[config.mk]
export PLATFORM = sky130hd
export DESIGN_NAME = lds_top
export DESIGN_NICKNAME = d
export VERILOG_FILES = /design/src/design/lds_pkg.sv /design/src/design/lds_top.sv
export SDC_FILE = /design/constraint.sdc
export NUM_CORES = 1
export LEC_CHECK = 0
export CORE_UTILIZATION = 68
export CTS_CLUSTER_DIAMETER = 60
export CTS_CLUSTER_SIZE = 24
export DETAILED_ROUTE_END_ITERATION = 7
export DONT_BUFFER_PORTS = 1
export PLACE_DENSITY = 0.84
export SYNTH_ARGS = -nofsm -noshare
export SYNTH_HDL_FRONTEND = slang
export SYNTH_SLANG_ARGS = --single-unit
[constraint.sdc]
create_clock -name clk -period 4.1 [get_ports clk]
set_input_delay 0.205 -clock clk [delete_from_list [all_inputs] [get_ports clk]]
set_output_delay 0.205 -clock clk [all_outputs]
set_load 0.02 [all_outputs]
[src/design/lds_pkg.sv]
// Constants for the LED driver serial control and status block.
package lds_pkg;
    localparam int WORD_W = 36;
    // Data word field positions, zero based (bit one of the word is index 0).
    localparam int ADDR_LSB = 0;
    localparam int ADDR_W = 3;
    localparam int LVL_A_LSB = 3;
    localparam int LVL_B_LSB = 13;
    localparam int LVL_W = 10;
    localparam int WD_DIS_POS = 23;
    localparam int DIV_LSB = 24;
    localparam int DIV_W = 4;
    localparam int DAC_A_LSB = 28;
    localparam int DAC_B_LSB = 32;
    localparam int DAC_W = 4;
    localparam int NCH = 8;
    // Status word field positions.
    localparam int OPEN_A_LSB = 0;
    localparam int OPEN_B_LSB = 8;
    localparam int WD_STAT_POS = 16;
    localparam int THERM_POS = 17;
    localparam int REV_LSB = 18;
    localparam int REV_W = 3;
    localparam int FILL_LSB = 21;
    localparam int FILL_W = 15;
    // Filler reads 0,1,0,... starting at status bit 22.
    localparam logic [14:0] FILL_PATTERN = 15'h2AAA;
    // Watchdog timeout, least figure, at a 125 MHz system clock.
    localparam int WD_TIMEOUT_US = 25;
    localparam int CLK_MHZ = 125;
    localparam int WD_CYCLES = WD_TIMEOUT_US * CLK_MHZ;
    localparam logic [2:0] REV_DEFAULT = 3'h1; // Arbitrary value.
endpackage : lds_pkg

[src/design/lds_top.sv]
// Serial control and status logic of the dual-bank LED sink driver.
// Overview of operation
// - A lack of shift clock edges for the timeout flags a watchdog fault.
// - Data bits one to three form the PWM channel address, bit one as LSB.
// - Bits four to thirteen are bank A level, fourteen to 23 bank B level.
// - Data bit 24 set to one disables the watchdog shutdown of the outputs, zero enables it.
// - Bits 25-28 divisor, 29-32 DAC code A, 33-36 DAC code B.
// - Status bits 1-8 and 9-16 flag open outputs of bank A and bank B.
// - Status bit 17 shows a watchdog timeout and bit 18 overtemperature.
// - Status bits 19-21 carry the revision, 22-36 alternating filler.
// - Strobe low shifts; strobe high, first falling edge latches controls.
// - The next rising edge with strobe high loads the status word.
// - Each output turns off while a free ten-bit count exceeds its level.
// - The address picks one of eight channels in each bank per word.
`timescale 1ns/10ps
module lds_top #(
    parameter int WD_CYCLES = lds_pkg::WD_CYCLES,
    parameter logic [2:0] REVISION = lds_pkg::REV_DEFAULT
) (
    input wire logic clk, // System clock, 125 MHz.
    input wire logic reset, // Synchronous reset, active high.
    input wire logic serial_shift_clock, // Shift clock pin.
    input wire logic serial_data_in, // Serial data pin.
    input wire logic transfer_strobe, // Transfer strobe pin.
    input wire logic [7:0] open_a, // Open-circuit sense, bank A.
    input wire logic [7:0] open_b, // Open-circuit sense, bank B.
    input wire logic over_temp, // Over-temperature sense.
    output logic serial_data_out, // Serial data out pin.
    output logic [7:0] out_on_a, // Output enables, bank A.
    output logic [7:0] out_on_b, // Output enables, bank B.
    output logic [3:0] dac_a, // Coarse DAC code, bank A.
    output logic [3:0] dac_b // Coarse DAC code, bank B.
);
    localparam int W = lds_pkg::WORD_W;
    localparam int LW = lds_pkg::LVL_W;

    // Pin synchronisers, three stages each; stage one feeds only stage two.
    logic [2:0] sck_reg, sck_next, sdi_reg, sdi_next, ld_reg, ld_next;
    logic sck_q_reg, sck_q_next;
    always_comb begin
        sck_next = {sck_reg[1:0], serial_shift_clock};
        sdi_next = {sdi_reg[1:0], serial_data_in};
        ld_next = {ld_reg[1:0], transfer_strobe};
        sck_q_next = sck_reg[1] == sck_reg[2] ? sck_reg[2] : sck_q_reg;
    end
    always_ff @(posedge clk) begin
        if (reset) begin
            sck_reg <= 3'h0;
            sdi_reg <= 3'h0;
            ld_reg <= 3'h0;
            sck_q_reg <= 1'b0;
        end else begin
            sck_reg <= sck_next;
            sdi_reg <= sdi_next;
            ld_reg <= ld_next;
            sck_q_reg <= sck_q_next;
        end
    end

    // Edge detection on the filtered shift clock level.
    logic sck_filt, sck_rise, sck_fall, load_hi, data_bit;
    assign sck_filt = sck_reg[1] == sck_reg[2] ? sck_reg[2] : sck_q_reg;
    assign sck_rise = sck_filt & ~sck_q_reg;
    assign sck_fall = ~sck_filt & sck_q_reg;
    assign load_hi = ld_reg[2];
    assign data_bit = sdi_reg[2];

    // Shift path, latch and status capture.
    logic [W-1:0] shift_reg, shift_next;
    logic latched_reg, latched_next;
    logic status_done_reg, status_done_next;
    logic [2:0] addr_reg, addr_next;
    logic [LW-1:0] lvl_a_reg [lds_pkg::NCH];
    logic [LW-1:0] lvl_a_next [lds_pkg::NCH];
    logic [LW-1:0] lvl_b_reg [lds_pkg::NCH];
    logic [LW-1:0] lvl_b_next [lds_pkg::NCH];
    logic wd_dis_reg, wd_dis_next;
    logic [3:0] div_reg, div_next, dac_a_reg, dac_a_next;
    logic [3:0] dac_b_reg, dac_b_next;
    logic wd_fault_reg;
    logic [W-1:0] status_word;

    // Status bits in table order; status bit one is index zero here.
    logic [W-1:0] status_bits;
    assign status_bits = {lds_pkg::FILL_PATTERN, REVISION, over_temp,
                          wd_fault_reg, open_b, open_a};
    // Status bit one is loaded at the far end so that it leaves first.
    for (genvar s = 0; s < W; s++) begin : g_st
        assign status_word[W-1-s] = status_bits[s];
    end

    // Data bit 36 enters first and moves up, so bit one ends at index zero.
    always_comb begin
        shift_next = shift_reg;
        latched_next = latched_reg;
        status_done_next = status_done_reg;
        addr_next = addr_reg;
        lvl_a_next = lvl_a_reg;
        lvl_b_next = lvl_b_reg;
        wd_dis_next = wd_dis_reg;
        div_next = div_reg;
        dac_a_next = dac_a_reg;
        dac_b_next = dac_b_reg;
        if (!load_hi) begin
            latched_next = 1'b0;
            status_done_next = 1'b0;
            if (sck_rise) begin
                shift_next = {shift_reg[W-2:0], data_bit};
            end
        end else if (sck_fall && !latched_reg) begin
            latched_next = 1'b1;
            addr_next = shift_reg[lds_pkg::ADDR_LSB +: 3];
            lvl_a_next[shift_reg[lds_pkg::ADDR_LSB +: 3]] =
                shift_reg[lds_pkg::LVL_A_LSB +: LW];
            lvl_b_next[shift_reg[lds_pkg::ADDR_LSB +: 3]] =
                shift_reg[lds_pkg::LVL_B_LSB +: LW];
            wd_dis_next = shift_reg[lds_pkg::WD_DIS_POS];
            div_next = shift_reg[lds_pkg::DIV_LSB +: 4];
            dac_a_next = shift_reg[lds_pkg::DAC_A_LSB +: 4];
            dac_b_next = shift_reg[lds_pkg::DAC_B_LSB +: 4];
        end else if (sck_rise && latched_reg && !status_done_reg) begin
            status_done_next = 1'b1;
            shift_next = status_word;
        end
    end
    always_ff @(posedge clk) begin
        if (reset) begin
            shift_reg <= '0;
            latched_reg <= 1'b0;
            status_done_reg <= 1'b0;
            addr_reg <= 3'h0;
            for (int i = 0; i < lds_pkg::NCH; i++) begin
                lvl_a_reg[i] <= '0;
                lvl_b_reg[i] <= '0;
            end
            wd_dis_reg <= 1'b0;
            div_reg <= 4'h0;
            dac_a_reg <= 4'h0;
            dac_b_reg <= 4'h0;
        end else begin
            shift_reg <= shift_next;
            latched_reg <= latched_next;
            status_done_reg <= status_done_next;
            addr_reg <= addr_next;
            lvl_a_reg <= lvl_a_next;
            lvl_b_reg <= lvl_b_next;
            wd_dis_reg <= wd_dis_next;
            div_reg <= div_next;
            dac_a_reg <= dac_a_next;
            dac_b_reg <= dac_b_next;
        end
    end

    // Watchdog: counts system cycles since the last shift clock edge.
    // The least timeout is used so the fault is never late.
    logic [31:0] wd_cnt_reg, wd_cnt_next;
    logic wd_fault_next;
    always_comb begin
        wd_cnt_next = wd_cnt_reg;
        wd_fault_next = wd_fault_reg;
        if (sck_rise || sck_fall) begin
            wd_cnt_next = 32'h0;
            wd_fault_next = 1'b0;
        end else if (wd_cnt_reg >= 32'(WD_CYCLES - 1)) begin
            wd_fault_next = 1'b1;
        end else begin
            wd_cnt_next = wd_cnt_reg + 32'h1;
        end
    end

    // PWM prescaler and free-running ten-bit count; divisor code n gives /n+1.
    logic [3:0] pre_reg, pre_next;
    logic [LW-1:0] pwm_cnt_reg, pwm_cnt_next;
    always_comb begin
        pre_next = pre_reg;
        pwm_cnt_next = pwm_cnt_reg;
        if (sck_rise) begin
            if (pre_reg >= div_reg) begin
                pre_next = 4'h0;
                pwm_cnt_next = pwm_cnt_reg + 10'h001;
            end else begin
                pre_next = pre_reg + 4'h1;
            end
        end
    end
    always_ff @(posedge clk) begin
        if (reset) begin
            wd_cnt_reg <= 32'h0;
            wd_fault_reg <= 1'b0;
            pre_reg <= 4'h0;
            pwm_cnt_reg <= '0;
        end else begin
            wd_cnt_reg <= wd_cnt_next;
            wd_fault_reg <= wd_fault_next;
            pre_reg <= pre_next;
            pwm_cnt_reg <= pwm_cnt_next;
        end
    end

    // Output compare per channel; registered so outputs come from flops.
    logic kill;
    assign kill = wd_fault_reg & ~wd_dis_reg;
    logic [7:0] on_a_next, on_b_next;
    for (genvar g = 0; g < lds_pkg::NCH; g++) begin : g_ch
        assign on_a_next[g] = ~kill & ~(pwm_cnt_reg > lvl_a_reg[g]);
        assign on_b_next[g] = ~kill & ~(pwm_cnt_reg > lvl_b_reg[g]);
    end
    always_ff @(posedge clk) begin
        if (reset) begin
            out_on_a <= 8'h00;
            out_on_b <= 8'h00;
            serial_data_out <= 1'b0;
            dac_a <= 4'h0;
            dac_b <= 4'h0;
        end else begin
            out_on_a <= on_a_next;
            out_on_b <= on_b_next;
            serial_data_out <= shift_reg[W-1];
            dac_a <= dac_a_reg;
            dac_b <= dac_b_reg;
        end
    end
endmodule : lds_top

==> run summary, run 1 <==
RUN STATUS
-----------------------------------------------------------------------------------------------
Status                                                                             finished, final reports clean

FLOORPLANNING
-----------------------------------------------------------------------------------------------
Die X-Extent                                                                             147 µm
Total die area                                                                        21700 µm²
Placeable core region                                                                 20400 µm²
DIE HEIGHT                                                                               147 µm
I/O pin total                                                                                47
Initial standard-cell utilization of the core                                             70.2%
Standard-cell row count                                                                      52

TIMING
-----------------------------------------------------------------------------------------------
Transition time at the pin with the least slew margin                                   1.37 ns
Final clock skew                                                                      0.0168 ns
Final number of setup-violating endpoints                                                     0
Part of the cycle the worst path needs                                                    76.7%
RSZ-0062 raised after global routing                                                         no
Final number of max-transition violations                                                     0
Final sum of negative setup slack                                                          0 ns
Fmax                                                                                    318 MHz
Worst slack on hold paths                                                              0.113 ns
Tmin final                                                                              3.14 ns
Number of hold-slack violations in the final timing report                                    0
Normalized max-slew margin                                                                8.30%

WORST SETUP PATH
-----------------------------------------------------------------------------------------------
Data arrival at the endpoint of the critical path                                       3.55 ns
Critical path startpoint category                                                      register
Worst-path maximum fanout                                                                    20
Critical Path Slowest Stage Cell                                                        nand3_1
Crit path capture type                                                                 register
Data required time at the worst endpoint                                                4.51 ns
Largest stage delay on the critical path                                                0.67 ns
Ordered list of cells on the worst path                                            inv_1 -> nand2_1 -> o21a_1 -> inv_1 -> ha_1 -> nand3b_1 -> buf_4 -> nor2_1 -> nand3_1 -> nand2_1 -> a21oi_1 -> dlygate4sd3_1
Worst reg2reg setup slack                                                               0.96 ns
Worst setup path category                                                          register to register

GLOBAL ROUTE
-----------------------------------------------------------------------------------------------
Initial antenna violation count                                                               0
Vias in the first global route                                                            11700
Overflow left after global routing                                                            0
Maximum number of pins on one net before global-route repair                                229
Wire length of the first global-routing pass                                           57400 µm
Overall routing resource usage                                                            32.7%

CTS
-----------------------------------------------------------------------------------------------
Source-to-sink clock delay at the later pin of the worst-skew pair                      0.51 ns
Clock tree from TritonCTS                                                                 built
Clock root buffer                                                                     clkbuf_16
Clock input transition at the sequential cells of the worst setup and hold paths        0.09 ns
Longest Clk Path Bufs                                                                         3
H-tree levels                                                                                 1
Post-CTS setup repair buffer count                                                            0
Sinks on Clock Net                                                                          293
Post-cts hold buffer count                                                                   34
CTS Buf Count                                                                                19
Resize count post-CTS                                                                         0

SYNTH
-----------------------------------------------------------------------------------------------
Share of cell area taken by muxes after synthesis                                         1.40%
Share of the yosys chip area belonging to registers                                       40.9%
Share of the synthesized netlist area taken by xor and xnor gates                        0.244%
Number of distinct library cells after synthesis                                             45
Main combinational cell family by area after synthesis                             simple AND/OR/NAND/NOR gates
Flops & latches, synth                                                                      293
Synthesis warning total                                                                       0
Post-Syn Instances                                                                         1803
Synth Area in Adders                                                                      14.8%
Compound-gate portion of the synthesized area                                             14.5%
Post-Syn Area                                                                         14300 µm²
Most used flip-flop cell after synthesis                                                dfxtp_1
Synth async-reset ratio                                                                      0%
Total nets after synthesis                                                                 1995
Area share of and/or/nand/nor cells after synthesis                                       20.7%
Average cell area after synthesis                                                      7.95 µm²
Count of flip-flops with a built-in enable after synthesis                                    0

CELLS AND AREA
-----------------------------------------------------------------------------------------------
Final Instance Area                                                                   15400 µm²
Number of fill cells in the layout                                                         1531
FF+latch area                                                                          5870 µm²
Commonest cells after routing, fill and taps aside                                 nand2_1, dfxtp_1, a21oi_1, inv_1, ha_1
Post-route core utilization                                                               75.6%
Number of antenna repair diodes                                                               0
Leading cell type in the layout, fill and taps excluded                                 nand2_1
Footprint of the multi-input gates                                                     7460 µm²
Area delta synth->final                                                                   7.69%
Net count of the finished layout                                                           1963
Fraction of layout cells with a size suffix above 1                                       3.42%

DETAILED ROUTING
-----------------------------------------------------------------------------------------------
Drt total wl                                                                           34600 µm
Via density per instance                                                                   5.83
Detailed-router iteration count before antenna repair                                         5
Overall via count from detail_route                                                       12000
Post-DRT Antenna Nets                                                                         0
Average detailed-routed wire length per instance                                        16.9 µm
Post-route DRC                                                                                0
Drt first-iter violations                                                                   930

RUN
-----------------------------------------------------------------------------------------------
Max-cap violations                                                                            0

POWER
-----------------------------------------------------------------------------------------------
Leak Pwr                                                                             0.00567 µW
Power Total                                                                             4990 µW
Sequential Power Share                                                                    57.7%
Reported net switching power                                                            1130 µW
Maximum ir drop on the vdd rail                                                        0.394 mV
Net Sw Frac                                                                               22.6%
Relative contribution of combinational cells to total power                                1.8%
Clock group share of total power                                                          40.5%
Internal power contribution                                                             3860 µW
Pwr/cell area                                                                        323 nW/µm²

PLACED DESIGN
-----------------------------------------------------------------------------------------------
Gp weighted congestion                                                                    0.837
Buffers added on ports                                                                        0
HPWL after detailed placement                                                          21200 µm
Post-placement cell area                                                              14500 µm²

WORST HOLD PATH
-----------------------------------------------------------------------------------------------
Worst min-delay path class                                                         primary input to register

[cells by family (layout without fill, tap and decap cells)]
| kind of cell | after synthesis | count (layout) |
|---|---|---|
| simple gates | 663 | 663 |
| mux | 20 | 20 |
| flops | 293 | 293 |
| fa+ha+maj | 170 | 170 |
| compound gates | 372 | 372 |
| xor+xnor | 4 | 4 |
| buf+inv | 281 | 260 |
[final timing paths]
path / from / to / depth (start not counted)
worst min register to register: sck_reg[0] / sck_reg[1] / 1
worst max register to register: sck_q_reg / lvl_b_reg[11] / 12
worst max-delay path: sck_q_reg / lvl_b_reg[11] / 12
worst min-delay path: reset / wd_cnt_reg[10] / 2
[critical path: cells and delay by family (launching register included)]
kind	cells	cell delay, ns
DFF	1	0.33
and+or+nand+nor	5	1.36
AOI/OAI and AO/OA	2	0.21
adders and majority gates	1	0.19
buffers and inverters	4	0.94
[power groups by stage]
stage                     clock [µW]  sequential [µW]  combinational [µW]
after global routing            2180             2880                95.5
after CTS                       2040             2880                86.5
after floorplan                    0             2940                59.1
final                           2020             2880                87.7
after global placement             0             2950                34.7
after detailed placement           0             2950                35.5
[Yosys cell counts, types with 6 or more instances]
cell	count	area, µm²
nand2_1	400	1500
dfxtp_1	293	5870
a21oi_1	265	1330
inv_1	177	664
ha_1	170	2130
clkbuf_1	99	372
nor2_1	69	259
nor2b_1	35	219
a211oi_1	33	248
nand3_1	28	140
nand4_1	26	163
and2_1	22	138
nor3_1	22	110
a21o_1	19	143
mux2i_1	19	190
o211ai_1	16	120
nand3b_1	15	113
o21ai_0	15	75.1
nand2b_1	11	68.8
nor4_1	9	56.3
o21ai_1	6	30.0
o31ai_1	6	45.0
[final cells by class]
class | count | area share, %
flip-flops and latches | 293 | 38.0
clock buffers | 20 | 3.17
well taps | 270 | 2.19
repair buffers | 51 | 3.14
inverters | 177 | 4.30
multi-input cells | 1229 | 48.3
clock inverters | 12 | 0.907
[routing by layer]
| layer | vias up | track usage (%) | wire length (µm) |
|---|---|---|---|
| li1 | 5931 | - | - |
| met1 | 5531 | 42.0 | 14400 |
| met2 | 397 | 55.9 | 16300 |
| met3 | 99 | 4.53 | 2720 |
| met4 | 0 | 12.1 | 1140 |
| met5 | - | 0 | 0 |
[through the flow]
step           worst slack, ns  cells
3_5_place_dp              1.25   1986
5_1_grt                  0.691   2052
2_1_floorplan             1.98   1803
3_3_place_gp              1.38   1986
4_1_cts                   1.04   2052
6_report                 0.956   2052
Note: power is estimated with default switching activity, not from simulation.
==> run 2, diff against run 1 <==
Settings changed: CORE_UTILIZATION 68 to 64, PLACE_DENSITY 0.84 to 0.8.
Clock period 4.1 ns to 2.95 ns, I/O delays scaled along.
==> run summary, run 2 (synthesis results as in run 1) <==
PLACED DESIGN
-----------------------------------------------------------------------------------------------
Buffers added on ports                                                                        0
HPWL after detailed placement                                                          22500 µm
Post-placement cell area                                                              14600 µm²
Pre-CTS setup slack                                                                    0.488 ns
Placed cells                                                                               2015
Gp weighted congestion                                                                    0.848

DETAILED ROUTING
-----------------------------------------------------------------------------------------------
Drt total wl                                                                           37200 µm
Post-route DRC                                                                                0
Via density per instance                                                                   5.85
Post-DRT Antenna Nets                                                                         0
Overall via count from detail_route                                                       12500
Average detailed-routed wire length per instance                                        17.4 µm
Detailed-router iteration count before antenna repair                                         5
Drt first-iter violations                                                                   864

TIMING
-----------------------------------------------------------------------------------------------
Fmax                                                                                    356 MHz
Final clock skew                                                                      0.0333 ns
Part of the cycle the worst path needs                                                    95.1%
Final number of max-transition violations                                                     0
Transition time at the pin with the least slew margin                                   1.07 ns
Number of hold-slack violations in the final timing report                                    0
Final sum of negative setup slack                                                          0 ns
Final number of setup-violating endpoints                                                     0
Normalized max-slew margin                                                                28.6%
Post-route worst setup slack                                                           0.144 ns
Tmin final                                                                              2.81 ns

WORST SETUP PATH
-----------------------------------------------------------------------------------------------
Data arrival at the endpoint of the critical path                                       3.24 ns
Library cell appearing most often on the critical path                                  nand2_1
Ordered list of cells on the worst path                                            nand2_1 -> nand2_1 -> o21a_1 -> inv_1 -> ha_1 -> and3b_2 -> nand4b_1 -> buf_4 -> nand2_1 -> a21oi_1 -> dlygate4sd3_1
Crit path capture type                                                                 register
Largest stage delay on the critical path                                                0.55 ns
Cell class contributing the biggest share of worst-path delay                      buffers and inverters
Count of buffering cells on the critical path with inverters included                         3
Data required time at the worst endpoint                                                3.39 ns
Worst setup path category                                                          register to register
Critical path startpoint category                                                      register
Worst-path maximum fanout                                                                    11
Critical Path Slowest Stage Cell                                                   dlygate4sd3_1

CELLS AND AREA
-----------------------------------------------------------------------------------------------
Post-route core utilization                                                               74.5%
Fraction of layout cells with a size suffix above 1                                       4.79%
Final Instance Area                                                                   16300 µm²
Commonest cells after routing, fill and taps aside                                 nand2_1, dfxtp_1, a21oi_1, inv_1, ha_1
Leading cell type in the layout, fill and taps excluded                                 nand2_1
Net count of the finished layout                                                           2037
Number of fill cells in the layout                                                         1603
Count of non-filler cells in the finished layout                                           2139
Number of antenna repair diodes                                                               0
Area delta synth->final                                                                   13.7%

FLOORPLANNING
-----------------------------------------------------------------------------------------------
Die X-Extent                                                                             152 µm
I/O pin total                                                                                47
Total die area                                                                        23000 µm²
DIE HEIGHT                                                                               152 µm
Standard-cell row count                                                                      54
Placeable core region                                                                 21900 µm²
Initial standard-cell utilization of the core                                             65.5%

CTS
-----------------------------------------------------------------------------------------------
CTS Buf Count                                                                                22
Source-to-sink clock delay at the later pin of the worst-skew pair                      0.54 ns
Longest Clk Path Bufs                                                                         3
Sinks on Clock Net                                                                          293
H-tree levels                                                                                 1
Clock input transition at the sequential cells of the worst setup and hold paths        0.09 ns
Clock tree from TritonCTS                                                                 built
Clock root buffer                                                                     clkbuf_16

POWER
-----------------------------------------------------------------------------------------------
Sequential Power Share                                                                    53.6%
Relative contribution of combinational cells to total power                                1.3%
Internal power contribution                                                             5760 µW
Pwr/cell area                                                                        458 nW/µm²
Net Sw Frac                                                                               22.8%
Maximum ir drop on the vdd rail                                                        0.457 mV
Reported net switching power                                                            1710 µW
Clock group share of total power                                                          45.1%
Leak Pwr                                                                             0.00624 µW

GLOBAL ROUTE
-----------------------------------------------------------------------------------------------
Vias in the first global route                                                            12100
Overflow left after global routing                                                            0
Maximum number of pins on one net before global-route repair                                164
Initial antenna violation count                                                               0
Wire length of the first global-routing pass                                           59500 µm
Overall routing resource usage                                                            32.9%

WORST HOLD PATH
-----------------------------------------------------------------------------------------------
Worst min-delay path class                                                         primary input to register

RUN
-----------------------------------------------------------------------------------------------
Max-cap violations                                                                            0

RUN STATUS
-----------------------------------------------------------------------------------------------
Status                                                                             finished, final reports clean

run 2: power by group through the flow:
stage          clock network [µW]  registers [µW]  logic (µW)
3_5_place_dp                    0            4090        50.9
6_report                     3360            4000        99.5
2_1_floorplan                   0            4090        82.1
5_1_grt                      3550            4010         106
3_3_place_gp                    0            4090        49.6
4_1_cts                      3380            4000        97.4
run 2: stage by stage:
| step | hold WS [ns] | power [µW] |
|---|---|---|
| after detailed placement | 0.234 | 4150 |
| final | 0.103 | 7470 |
| after floorplan | 0.276 | 4170 |
| after CTS | 0.0853 | 7480 |
| after global routing | 0.0981 | 7660 |
| after global placement | 0.234 | 4140 |
run 2: final cells by class:
| class | count | area (µm²) | area share, % |
|---|---|---|---|
| clock buffer | 23 | 576 | 3.53 |
| multi-input combinational | 1229 | 7470 | 45.8 |
| inverter | 177 | 664 | 4.07 |
| tap | 280 | 350 | 2.15 |
| clock inverter | 15 | 234 | 1.43 |
| sequential | 293 | 5870 | 36.0 |
| timing repair buffer | 122 | 1150 | 7.05 |
run 2: timing repair:
action                     4_1_cts  5_1_grt
buffers inserted                 0        1
setup endpoints to repair        0       29
hold buffers                    85        0
hold endpoints to repair       245        0
resized for setup                0        3
run 2: path summary, 6_finish.rpt:
kind	cells past startpoint	endpoint	slack, ns	start
max	11	lvl_b_reg[42]	0.14	sck_reg[1]
min	2	lvl_a_reg[75]	0.10	reset
max reg2reg	11	lvl_b_reg[42]	0.14	sck_reg[1]
min reg2reg	2	lvl_a_reg[39]	0.46	lvl_a_reg[39]
run 2: worst reg2reg max path, delay by kind of cell, from the launching register on:
kind | cells | cell delay [ns]
flops | 1 | 0.34
buf+inv | 3 | 1.02
compound gates | 2 | 0.18
simple gates | 5 | 0.96
fa+ha+maj | 1 | 0.20
run 2: layer usage:
metal / track usage (%) / routed length [µm] / vias to the layer above
li1: - / - / 6074
met1: 40.3 / 15200 / 5937
met2: 57.3 / 18100 / 383
met3: 5.42 / 2430 / 114
met4: 13.0 / 1460 / 0
met5: 0 / 0 / -
